--- config.mk ---
export PLATFORM = sky130hd
export DESIGN_NAME = mcs_sequencer
export DESIGN_NICKNAME = d
export VERILOG_FILES = /design/src/hdl/mcs_pkg.sv /design/src/hdl/mcs_sequencer.sv /design/src/hdl/mcs_sync.sv
export SDC_FILE = /design/constraint.sdc
export NUM_CORES = 1
export LEC_CHECK = 0
export BUFFER_PORTS_ARGS = -buffer_cell sky130_fd_sc_hd__clkbuf_2
export CELL_PAD_IN_SITES_DETAIL_PLACEMENT = 1
export CELL_PAD_IN_SITES_GLOBAL_PLACEMENT = 1
export CORE_UTILIZATION = 40
export DETAILED_ROUTE_END_ITERATION = 16
export PLACE_DENSITY_LB_ADDON = 0.1
export SLEW_MARGIN = 20
export SYNTH_ARGS = -nofsm -noshare
export SYNTH_HDL_FRONTEND = slang
export SYNTH_SLANG_ARGS = --single-unit
--- constraint.sdc ---
create_clock -name i_clk -period 2.6 [get_ports i_clk]
set_clock_uncertainty 0.05 [all_clocks]
set_input_delay 0.39 -clock i_clk [delete_from_list [all_inputs] [get_ports i_clk]]
set_output_delay 0.39 -clock i_clk [all_outputs]
set_load 0.005 [all_outputs]
--- src/hdl/mcs_pkg.sv ---
// Package with the constants of the channel sequencer.
package mcs_pkg;
  localparam int          CLK_MHZ        = 100;
  localparam int          ACQ_TIME_NS    = 9000;
  localparam int          CONV_TIME_NS   = 10000;
  localparam int          ACQ_CYCLES     = (ACQ_TIME_NS * CLK_MHZ + 999) / 1000;
  localparam int          CONV_CYCLES    = (CONV_TIME_NS * CLK_MHZ) / 1000;
  localparam int          CNT_W          = 14;
  localparam int          ADDR_W         = 4;
  localparam logic [3:0]  ADDR_RST       = 4'h0;
  localparam logic [3:0]  MASK_SE        = 4'hf;
  localparam logic [3:0]  MASK_DIFF      = 4'h7;
  localparam int          DATA_W         = 12;
  typedef enum logic [2:0] {
    MCS_IDLE = 3'b001,
    MCS_ACQ  = 3'b010,
    MCS_CONV = 3'b100
  } mcs_state_t;
endpackage

--- src/hdl/mcs_sequencer.sv ---
// Channel address sequencer with acquisition and conversion timing.
//
// Contract
// - Load low loads address on trigger fall.
// - Four select bits; gate off connects nothing.
// - Free-running: step on each flag fall.
// - Flag low: data old channel, index new.
// - Free-running scans all channels, wrapping.
// - Triggered: each trigger fall with load high steps once.
// - Conversion starts nine microseconds after step.
// - Clear low forces channel zero.
// - Acquisition end raises conversion flag.
// - Conversion ends in ten microseconds, data valid.
`timescale 1ns/10ps
module mcs_sequencer
  import mcs_pkg::*;
#(
  parameter bit DIFF_MODE = 1'b0,
  parameter int ACQ_CNT   = mcs_pkg::ACQ_CYCLES,
  parameter int CONV_CNT  = mcs_pkg::CONV_CYCLES
) (
  // Clock and reset.
  input  wire logic                       i_clk,
  input  wire logic                       i_sys_rst,
  // Control pins from the controller.
  input  wire logic                       i_sample_trigger_n,
  input  wire logic                       i_latch_select_n,
  input  wire logic                       i_counter_zero_n,
  input  wire logic                       i_channel_gate_on,
  input  wire logic                       i_sel_w8,
  input  wire logic                       i_sel_w4,
  input  wire logic                       i_sel_w2,
  input  wire logic                       i_sel_w1,
  // Sample from the converter core.
  input  wire logic [mcs_pkg::DATA_W-1:0] i_sample_data,
  // Status and channel outputs.
  output logic                            o_conversion_flag,
  output logic [mcs_pkg::ADDR_W-1:0]      o_channel_index_out,
  output logic                            o_channel_connected,
  output logic [mcs_pkg::DATA_W-1:0]      o_data,
  output logic                            o_data_oe_n
);
  import mcs_pkg::*;

  localparam logic [ADDR_W-1:0] ADDR_MASK = DIFF_MODE ? MASK_DIFF : MASK_SE;

  logic [7:0]        pins_s;
  logic              trig_s;
  logic              load_n_s;
  logic              clr_n_s;
  logic              gate_s;
  logic [ADDR_W-1:0] sel_s;
  logic              trig_d_r;
  logic              trig_fall;

  mcs_sync #(.W(8)) u_sync (
    .i_clk     (i_clk),
    .i_sys_rst (i_sys_rst),
    .i_async   ({i_sample_trigger_n, i_latch_select_n, i_counter_zero_n, i_channel_gate_on,
                 i_sel_w8, i_sel_w4, i_sel_w2, i_sel_w1}),
    .o_sync    (pins_s)
  );

  assign trig_s    = pins_s[7];
  assign load_n_s  = pins_s[6];
  assign clr_n_s   = pins_s[5];
  assign gate_s    = pins_s[4];
  assign sel_s     = pins_s[3:0];
  assign trig_fall = trig_d_r & ~trig_s;

  mcs_state_t        state_r;
  mcs_state_t        state_nxt;
  logic [CNT_W-1:0]  cnt_r;
  logic [CNT_W-1:0]  cnt_nxt;
  logic [ADDR_W-1:0] addr_r;
  logic [ADDR_W-1:0] addr_nxt;
  logic [DATA_W-1:0] data_r;
  logic [DATA_W-1:0] data_nxt;
  logic              flag_r;
  logic              flag_nxt;
  logic              oe_n_r;
  logic              oe_n_nxt;

  always_comb begin
    state_nxt = state_r;
    cnt_nxt   = cnt_r;
    addr_nxt  = addr_r;
    data_nxt  = data_r;
    flag_nxt  = flag_r;
    oe_n_nxt  = oe_n_r;
    // In free-running use the flag is looped to the trigger, so its fall steps too.
    if (!clr_n_s) begin
      addr_nxt = ADDR_RST;
    end else if (trig_fall && !load_n_s) begin
      addr_nxt = sel_s & ADDR_MASK;
    end else if (trig_fall) begin
      addr_nxt = (addr_r + 4'h1) & ADDR_MASK;
    end
    case (state_r)
      MCS_IDLE: begin
        if (trig_fall) begin
          state_nxt = MCS_ACQ;
          cnt_nxt   = CNT_W'(ACQ_CNT - 1);
        end
      end
      MCS_ACQ: begin
        if (cnt_r == '0) begin
          state_nxt = MCS_CONV;
          cnt_nxt   = CNT_W'(CONV_CNT - 1);
          flag_nxt  = 1'b1;
          oe_n_nxt  = 1'b1;
        end else begin
          cnt_nxt = cnt_r - 1'b1;
        end
      end
      MCS_CONV: begin
        if (cnt_r == '0) begin
          state_nxt = MCS_IDLE;
          flag_nxt  = 1'b0;
          oe_n_nxt  = 1'b0;
          data_nxt  = i_sample_data;
        end else begin
          cnt_nxt = cnt_r - 1'b1;
        end
      end
      default: begin
        state_nxt = MCS_IDLE;
      end
    endcase
  end

  always_ff @(posedge i_clk) begin
    if (i_sys_rst) begin
      state_r  <= MCS_IDLE;
      cnt_r    <= '0;
      addr_r   <= ADDR_RST;
      data_r   <= '0;
      flag_r   <= 1'b0;
      oe_n_r   <= 1'b1;
      trig_d_r <= 1'b1;
    end else begin
      state_r  <= state_nxt;
      cnt_r    <= cnt_nxt;
      addr_r   <= addr_nxt;
      data_r   <= data_nxt;
      flag_r   <= flag_nxt;
      oe_n_r   <= oe_n_nxt;
      trig_d_r <= trig_s;
    end
  end

  assign o_conversion_flag   = flag_r;
  assign o_channel_index_out = addr_r;
  assign o_channel_connected = gate_s;
  assign o_data              = data_r;
  assign o_data_oe_n         = oe_n_r;

  property p_load;
    @(posedge i_clk) disable iff (i_sys_rst)
      (trig_fall && !load_n_s && clr_n_s) |=> (addr_r == $past(sel_s & ADDR_MASK));
  endproperty
  a_load: assert property (p_load) else $error("Load did not capture select.");

  property p_step;
    @(posedge i_clk) disable iff (i_sys_rst)
      (trig_fall && load_n_s && clr_n_s) |=> (addr_r == (($past(addr_r) + 4'h1) & ADDR_MASK));
  endproperty
  a_step: assert property (p_step) else $error("Address did not step by one.");

  property p_hold;
    @(posedge i_clk) disable iff (i_sys_rst)
      (!trig_fall && clr_n_s) |=> $stable(addr_r);
  endproperty
  a_hold: assert property (p_hold) else $error("Address moved without a trigger.");

  property p_clear;
    @(posedge i_clk) disable iff (i_sys_rst)
      !clr_n_s |=> (addr_r == ADDR_RST);
  endproperty
  a_clear: assert property (p_clear) else $error("Clear did not force channel zero.");

  property p_range;
    @(posedge i_clk) disable iff (i_sys_rst)
      (addr_r & ~ADDR_MASK) == '0;
  endproperty
  a_range: assert property (p_range) else $error("Address beyond last channel.");

  // Counts the cycles spent acquiring, so that the check on the start of conversion uses a
  // counter rather than a delay as long as the whole acquisition.
  logic [CNT_W-1:0]  acq_len_r;
  logic [CNT_W-1:0]  acq_len_nxt;

  always_comb begin
    acq_len_nxt = acq_len_r;
    if (state_r == MCS_IDLE) begin
      acq_len_nxt = '0;
    end else if (state_r == MCS_ACQ) begin
      acq_len_nxt = acq_len_r + 1'b1;
    end
  end

  always_ff @(posedge i_clk) begin
    if (i_sys_rst) begin
      acq_len_r <= '0;
    end else begin
      acq_len_r <= acq_len_nxt;
    end
  end

  property p_acq;
    @(posedge i_clk) disable iff (i_sys_rst)
      $rose(flag_r) |-> (acq_len_r == CNT_W'(ACQ_CNT));
  endproperty
  a_acq: assert property (p_acq) else $error("Conversion did not start after acquisition.");

  property p_conv;
    @(posedge i_clk) disable iff (i_sys_rst)
      $rose(flag_r) |-> ##[1:1000] $fell(flag_r);
  endproperty
  a_conv: assert property (p_conv) else $error("Conversion overran its time.");

  property p_valid;
    @(posedge i_clk) disable iff (i_sys_rst)
      $fell(flag_r) |-> (!o_data_oe_n && data_r == $past(i_sample_data));
  endproperty
  a_valid: assert property (p_valid) else $error("Data not valid at end of conversion.");

  property p_flag;
    @(posedge i_clk) disable iff (i_sys_rst)
      $rose(flag_r) |-> ($past(state_r) == MCS_ACQ);
  endproperty
  a_flag: assert property (p_flag) else $error("Flag rose outside acquisition end.");
endmodule

--- src/hdl/mcs_sync.sv ---
// Two-flop synchroniser for a bus of asynchronous pin levels.
`timescale 1ns/10ps
module mcs_sync #(
  parameter int W = 1
) (
  // Clock and reset.
  input  wire logic         i_clk,
  input  wire logic         i_sys_rst,
  // Levels.
  input  wire logic [W-1:0] i_async,
  output logic      [W-1:0] o_sync
);
  logic [W-1:0] meta_r;
  logic [W-1:0] sync_r;

  always_ff @(posedge i_clk) begin
    if (i_sys_rst) begin
      meta_r <= '1;
      sync_r <= '1;
    end else begin
      meta_r <= i_async;
      sync_r <= meta_r;
    end
  end

  assign o_sync = sync_r;
endmodule

==> After elaboration in Yosys (flattened, before gate mapping) <==
Index checks and enable logic that the tools add are counted.
{ "classes": {"add_sub_neg": 2, "n_mul": 0, "div": 0, "magnitude_cmp": 0, "n_eq_ne": 7, "n_shift": 0, "mux": 13, "n_bitwise": 3, "reduce_logical": 11} }
{ "op_table": {"columns": ["cell", "count"], "rows": [
  ["14-bit two-way mux", 3],
  ["14-bit one-hot mux with 3 select lines", 1],
  ["14-bit logical NOT", 1],
  ["14-bit by 1-bit subtractor with 14-bit output (second input constant)", 1],
  ["3-bit two-way mux", 3],
  ["3-bit one-hot mux with 3 select lines", 1],
  ["3-bit AND reduction", 3],
  ["4-bit two-way mux", 2],
  ["2-bit != test (second input constant)", 4],
  ["4-bit by 1-bit adder with 4-bit output (second input constant)", 1],
  ["2-bit nonzero test", 2],
  ["3-bit by 1-bit == test with 1-bit output (second input constant)", 1],
  ["3-bit by 2-bit == test with 1-bit output (second input constant)", 1],
  ["3-bit == test (second input constant)", 1],
  ["3-bit nonzero test", 1],
  ["1-bit two-way mux", 2],
  ["1-bit inverter", 2],
  ["1-bit one-hot mux with 2 select lines", 1],
  ["2-bit AND reduction", 1],
  ["2-bit OR reduction", 1],
  ["1-bit bitwise AND", 1],
  ["1-bit logical AND", 1],
  ["1-bit logical NOT", 1]
]} }
{ "totals": {"ff_bits": 52, "latch_bits": 0, "ram_bits": 0, "mem_bits_ro": 0, "input_bits": 22, "output_inout_bits": 19, "elab_cells": 45, "n_memories": 0} }

==> Logic depth before layout (Yosys ltp) <==
Gate-level depths: netlist (run 1).
{ "logic_depth": {"word_depth": 4, "depth_mapped": 8, "mapped_depth_nobuf": 7} }

==> Modules after synthesis <==
A second synthesis (run 1) with hierarchy kept.
{ "hier_totals": {"cells_unflattened": 234, "hier_area_um2": 2204.6} }
{ "by_module_without_submodules": {"columns": ["module", "instances", "cells_per_inst", "area_each_um2", "seq_area_each_um2"], "rows": [
  ["mcs_sequencer", 1, 201, 1773.0, 720.7],
  ["mcs_sync", 1, 33, 431.7, 320.3]
]} }

==> Worst setup path after synthesis (run 1) <==
OpenSTA, ideal clock, no wires.
{ "synth_timing": {"path_kind": "register to register", "start": "reg cnt_r[0]", "end": "reg cnt_r[12]", "setup_ps": 57, "arrival_ps": 1796, "required_time_ps": 2493, "path_slack_ps": 697, "stages_incl_launch_ff": 8, "n_path_buf": 0, "synth_period_minus_slack_ps": 1903, "path_cell_list": "dfxtp_1 -> inv_1 -> ha_1 -> or3b_2 -> nor4_2 -> nor3b_1 -> nor4b_1 -> a21o_1"} }
{ "synth_between": {"elab_chain_cells": 3, "word_cells_on_any_way": 7, "classes_between": "add/sub: 1; eq/ne: 1; mux: 3; reduce/logical: 2"} }
{ "synth_rtl": {"columns": ["item", "line_no", "source"], "rows": [
  ["start: declaration", "mcs_sequencer.sv:73", "logic [CNT_W-1:0] cnt_r;"],
  ["start signal: assignment", "mcs_sequencer.sv:143", "cnt_r <= cnt_nxt;"],
  ["14-bit by 1-bit subtractor with 14-bit output or 14-bit logical NOT (tied branches)", null, null],
  ["14-bit two-way mux, or another cell as far along", "mcs_sequencer.sv:117", "if (cnt_r == '0) begin"],
  ["14-bit one-hot mux with 3 select lines or 3-bit AND reduction (tied branches)", null, null]
]} }
Several ways; a longest one is shown, not always the timed one. The select of a mux whose other input is x is not followed.
A chain may end at the register's enable or synchronous reset.

==> Worst setup path in the final report (run 1) <==
{ "layout_timing": {"start": "reg cnt_r[1]", "end": "reg cnt_r[5]"} }
The elaborated chain is that of the path after synthesis.

==> results.md, run 1 <==
* Status: finished, violations left
* Failing checks: DRC
* Hold slack at 215 ps
* Number of global-route vias before repair at 1655
* DRT Wirelength at 4700 µm
* Synth Cell Area at 2120 µm²
* Starting Density at 0.415
* Unrepaired setup endpoints after global routing: false
* R2R depth at 7
* Hold depth at 2
* EDFF count, synth at 0
* CP Class: flop to flop
* Final net count at 309
* GPL Wtd Cong at 0.780
* Crit. End Element: flop
* Syn nets at 266
* GR Layer Usage met3 at 0.0482
* Met2 GRT Util at 0.282
* CTS Buffer Depth at 2
* Cell Pwr Density at 576 nW/µm²
* DP HPWL at 3450 µm
* Post-Syn Area per Cell at 8.78 µm²
* VDD IR-drop max at 0.235 mV
* Max-slew violation count at 0
* Crit path DAT at 2290 ps
* Setup TNS at 0 ps
* Total Routing Usage GR at 0.181
* Period utilization at 0.819
* Startpoint Class: flop
* Root Driver: clkbuf_8
* Critical-path maximum fanout at 5
* # DRC at 1
* Worst EP required at 2760 ps
* Max stage delay cell, worst path: nor2_1
* Post-route minimum period at 2130 ps
* Worst slack at placement at 501 ps
* First-pass GRT wire length at 7700 µm
* Final ANT Viol Nets at 0
* Worst-path cell chain: inv_1 -> ha_1 -> nor4b_2 -> nand4_1 -> nor2_1 -> o21ai_0 -> a221oi_1
* CTS tree: yes
* Setup Fix Bufs, Post-CTS at 0
* Max-cap violations at 0
* Chip Height at 74.8 µm
* GRT met1 Usage at 0.252
* Top FF cell, synth: dfxtp_1
* Die extent in x at 74.8 µm
* Synth Instances at 241
* CTS Sinks at 52
* Register area share after synthesis at 0.492
* Fill count at 638
* WL/cell at 13.2 µm
* Distinct cells, synth at 44
* Clock transition at path regs at 90 ps
* Leak at 1.04 nW
* Largest net degree at the start of global routing at 29
* Final Hold Fails at 0
* Number of port buffers at 40
* Async set-reset flop share out of synthesis at 0
* DR vias at 1795
* Achievable Freq at 470 MHz
* # H-tree levels at 2
* I/O pin count at 41
* Worst skew pair latency at 300 ps
* Inserted Clock Buffers at 5
* Post-DR vias/cell at 5.06
* GR Overflow Total at 0
* Synth Register Bits at 52
* Most Crowded Layer GR: met2
* Final Instance Area at 2490 µm²
* Drt first pass iters at 9
* Post-CTS Hold Buffers at 0
* Commonest non-fill, non-tap cell in the layout: dfxtp_1
* Initial antenna violation count at 0
* Die Footprint at 5590 µm²
* Ant. Diodes at 0
* Worst Hold Class: input port to flop
* Initial DRC Count at 45
* Core area at 5110 µm²
* Max incr delay on CP at 400 ps
* Placed Area at 2410 µm²
* Setup WS post-layout at 470 ps
* Post-CTS Resized at 0
* YS warnings at 0
* Most frequent cells in the layout: 52 x dfxtp_1, 41 x nand2_1, 40 x clkbuf_2, 18 x a21oi_1, 17 x or2_2
* Slew margin rel. at 0.671
* Worst-Margin Slew at 494 ps
* Synthesis-to-layout area growth at 17.8%
* Endpoints failing setup at 0
* Share of cells above drive strength 1 at 0.274
* Num rows at 26
## kinds of logic after synthesis
group           after synthesis  synth area share
fa+ha+maj                     3            0.0177
compound gates               54             0.168
buf+inv                      21            0.0431
mux                           1           0.00473
flops                        52             0.492
simple gates                110             0.274
## worst max-delay path, delay by kind of cell, from the launching register on
family / cells / cell delay, ps
AOI/OAI and AO/OA: 2 / 410
adders and majority gates: 1 / 140
buffers and inverters: 1 / 100
DFF: 1 / 340
and+or+nand+nor: 3 / 990
## metrics by stage
step	power (mW)	cells	utilization
2_1_floorplan	0.953	241	-
3_3_place_gp	1.00	347	0.471
3_5_place_dp	1.00	347	0.471
4_1_cts	1.46	355	0.488
5_1_grt	1.51	355	0.488
6_report	1.44	355	0.488
## layout make-up
| class | count | area, µm² | area share |
|---|---|---|---|
| multi-input cells | 168 | 985 | 0.395 |
| repair buffers | 48 | 260 | 0.104 |
| flip-flops and latches | 52 | 1040 | 0.417 |
| well taps | 70 | 87.6 | 0.0351 |
| clock inverters | 2 | 13.8 | 0.00552 |
| clock buffers | 6 | 72.6 | 0.0291 |
| inverters | 9 | 33.8 | 0.0135 |
## flip-flops by register name, summed over array words and instances, names as in the netlist
name	count
o_data_oe_n	1
u_sync.o_sync	8
o_data	12
o_channel_index_out	4
cnt_r	14
trig_d_r	1
o_conversion_flag	1
state_r	3
u_sync.meta_r	8
## final timing paths
kind	start	endpoint	slack (ps)
min reg2reg	u_sync.meta_r[6]	u_sync.o_sync[6]	370
max reg2reg	cnt_r[1]	cnt_r[5]	470
max	cnt_r[1]	cnt_r[5]	470
min	i_sel_w2	u_sync.meta_r[1]	210
## report_power, final
part	total [mW]	internal (mW)	switching, mW
Combinational	0.148	0.0716	0.0761
Sequential	0.835	0.817	0.0178
Clock	0.454	0.192	0.262
Total	1.44	1.08	0.355
## cells in the mapped netlist (2+ instances only)
cell	count	share of area
o31ai_1	3	0.011
nor4_1	3	0.0089
inv_1	9	0.016
nor4b_1	2	0.0083
nor4_2	2	0.012
a22oi_1	3	0.011
nand3_1	4	0.0095
ha_1	3	0.018
clkbuf_1	7	0.012
o2bb2ai_1	2	0.0083
or4_1	3	0.011
dfxtp_1	52	0.49
a221oi_1	4	0.017
a21oi_1	18	0.043
o22ai_1	4	0.012
nor3_1	6	0.014
nor3b_1	4	0.014
nand2_1	41	0.073
nand4_1	2	0.0059
nor2_1	16	0.028
a211oi_1	2	0.0071
or2_2	17	0.050
o21ai_0	6	0.014
buf_2	4	0.0095
a21o_1	5	0.018
## routing by layer
layer | wire length, µm | up-vias
met4 | 32 | 0
li1 | - | 929
met1 | 2350 | 832
met3 | 174 | 5
met5 | 0 | -
met2 | 2140 | 29
(Power assumes the default switching activity.)
==> run 2: changes to the inputs <==
- CORE_UTILIZATION: 40 -> 36
- clock period: 2.6 -> 1.8 ns (I/O delays scaled with it)
==> run 2 against run 1 <==
- the flow finishes with violations (setup timing)
- cell count up 14%
- core utilization increased by 10 points
- register-to-register slack worse by 710 ps
- clock power up 52%
- hold slack worse by 140 ps
- combinational power grew to 2.6 times the previous value
- total power grew 58%
- non-clock buffer count up 48
- first-iteration DRC count grew 110%
- fmax increased by 4.5%
==> results.md, run 2 (same netlist as run 1, synthesis figures left out) <==
* Status: finished, violations left
* Failing checks: setup timing
* Reg-to-Reg End: cnt_r[13]
* # H-tree levels at 2
* Number of flip-flops in the largest register at 14
* Chip Height at 78.7 µm
* Initial DRC Count at 94
* Clock transition at path regs at 100 ps
* Hold Startpoint: i_sel_w1
* Root Driver: clkbuf_8
* Crit. End Element: flop
* Utilization after layout at 0.589
* Endpoints failing setup at 26
* Startpoint Class: flop
* Largest net degree at the start of global routing at 46
* Commonest non-fill, non-tap cell in the layout: dfxtp_1
* Finished Layout Cells at 406
* Worst-Margin Slew at 514 ps
* Total Routing Usage GR at 0.222
* Slew margin rel. at 0.657
* Max-slew violation count at 0
* R2R depth at 6
* DRT Wirelength at 6560 µm
* WL/cell at 16.2 µm
* Post-route minimum period at 2040 ps
* Period utilization at 1.13
* Leak at 1.41 nW
* Final net count at 358
* Tot Pwr at 2.27 mW
* Worst slack at placement at -278 ps
* DR vias at 2090
* Number of port buffers at 40
* Worst r2r src: cnt_r[1]
* Num rows at 27
* First-pass GRT wire length at 10500 µm
* Worst EP required at 2010 ps
* Drt first pass iters at 4
* Unrepaired setup endpoints after global routing: true
* Crit path DAT at 2250 ps
* Worst skew pair latency at 320 ps
* Starting Density at 0.380
* Setup TNS at -3190 ps
* Hold depth at 2
* Final Instance Area at 3280 µm²
* Number of global-route vias before repair at 2061
* CP Class: flop to flop
* Post-DR vias/cell at 5.15
* CTS Buffer Depth at 2
* VDD IR-drop max at 0.579 mV
* Worst Hold Class: input port to flop
* R2R setup slack at -240 ps
* Ant. Diodes at 0
* CTS Sinks at 52
* CTS tree: yes
* Hold slack at 77.2 ps
* DP HPWL at 4040 µm
* Achievable Freq at 491 MHz
* GR Overflow Total at 0
* Share of cells above drive strength 1 at 0.572
* Reg with most FFs: cnt_r
* Dpl cells at 389
* Inserted Clock Buffers at 5
* Cell Pwr Density at 692 nW/µm²
* Final Hold Fails at 0
* Core area at 5570 µm²
* Final ANT Viol Nets at 0
* Die extent in x at 78.7 µm
* Critical-path maximum fanout at 4
* Die Footprint at 6190 µm²
* Setup WS post-layout at -239 ps
* Most frequent cells in the layout: 47 x dfxtp_1, 41 x buf_4, 40 x clkbuf_2, 29 x nand2_1, 17 x or2_2
* Max-cap violations at 0
* Initial antenna violation count at 0
* Synthesis-to-layout area growth at 55.0%
* GPL Wtd Cong at 0.835
* I/O pin count at 41
* Placed Area at 2750 µm²
* Hold EP: u_sync.meta_r[0]
* # DRC at 0
## run 2: repair_timing
| item | 4_1_cts | 5_1_grt |
|---|---|---|
| gates cloned | 2 | 0 |
| pin swaps | 27 | 15 |
| resized for setup | 64 | 27 |
| setup endpoints to repair | 29 | 31 |
| setup buffers | 5 | 4 |
| hold buffers | 0 | 0 |
## run 2: worst max path at each step
stage / endpoint / depth (start not counted) / slack (ps) / from
after floorplan: cnt_r[13] / 5 / -20 / cnt_r[1]
after global placement: cnt_r[0] / 9 / -200 / cnt_r[0]
after detailed placement: cnt_r[5] / 8 / -280 / cnt_r[1]
after CTS: cnt_r[13] / 6 / -220 / cnt_r[1]
after global routing: cnt_r[13] / 6 / -290 / cnt_r[0]
final: cnt_r[13] / 6 / -240 / cnt_r[1]
## run 2: area by class of cell
class | instances | area (µm²)
Clock buffer | 6 | 72.6
Clock inverter | 2 | 13.8
Fill cell | 651 | 2290
Inverter | 9 | 38.8
Multi-Input combinational cell | 169 | 1320
Sequential cell | 52 | 1050
Tap cell | 72 | 90.1
Timing Repair Buffer | 96 | 698
## run 2: where the power goes
group	leakage [nW]	total [mW]	switching (mW)	internal, mW
clock network	0.0456	0.689	0.411	0.278
logic	0.940	0.378	0.176	0.201
registers	0.427	1.20	0.0228	1.18
total	1.41	2.27	0.610	1.66
## run 2: per-layer routing
layer  global-route usage  up-vias  part of all wire
met5                    0        -                 0
met4               0.0648        0             0.020
met3               0.0349       10             0.024
met2                0.383       37              0.50
met1                0.284     1013              0.46
li1                     -     1030                 -
## run 2: worst max-delay path, stage by stage (launching register included)
cell and delay, ps:
dfxtp_2 340, buf_6 110, or4_4 570, or2_4 260, or4_4 420, a21oi_2 140
a31o_1 110
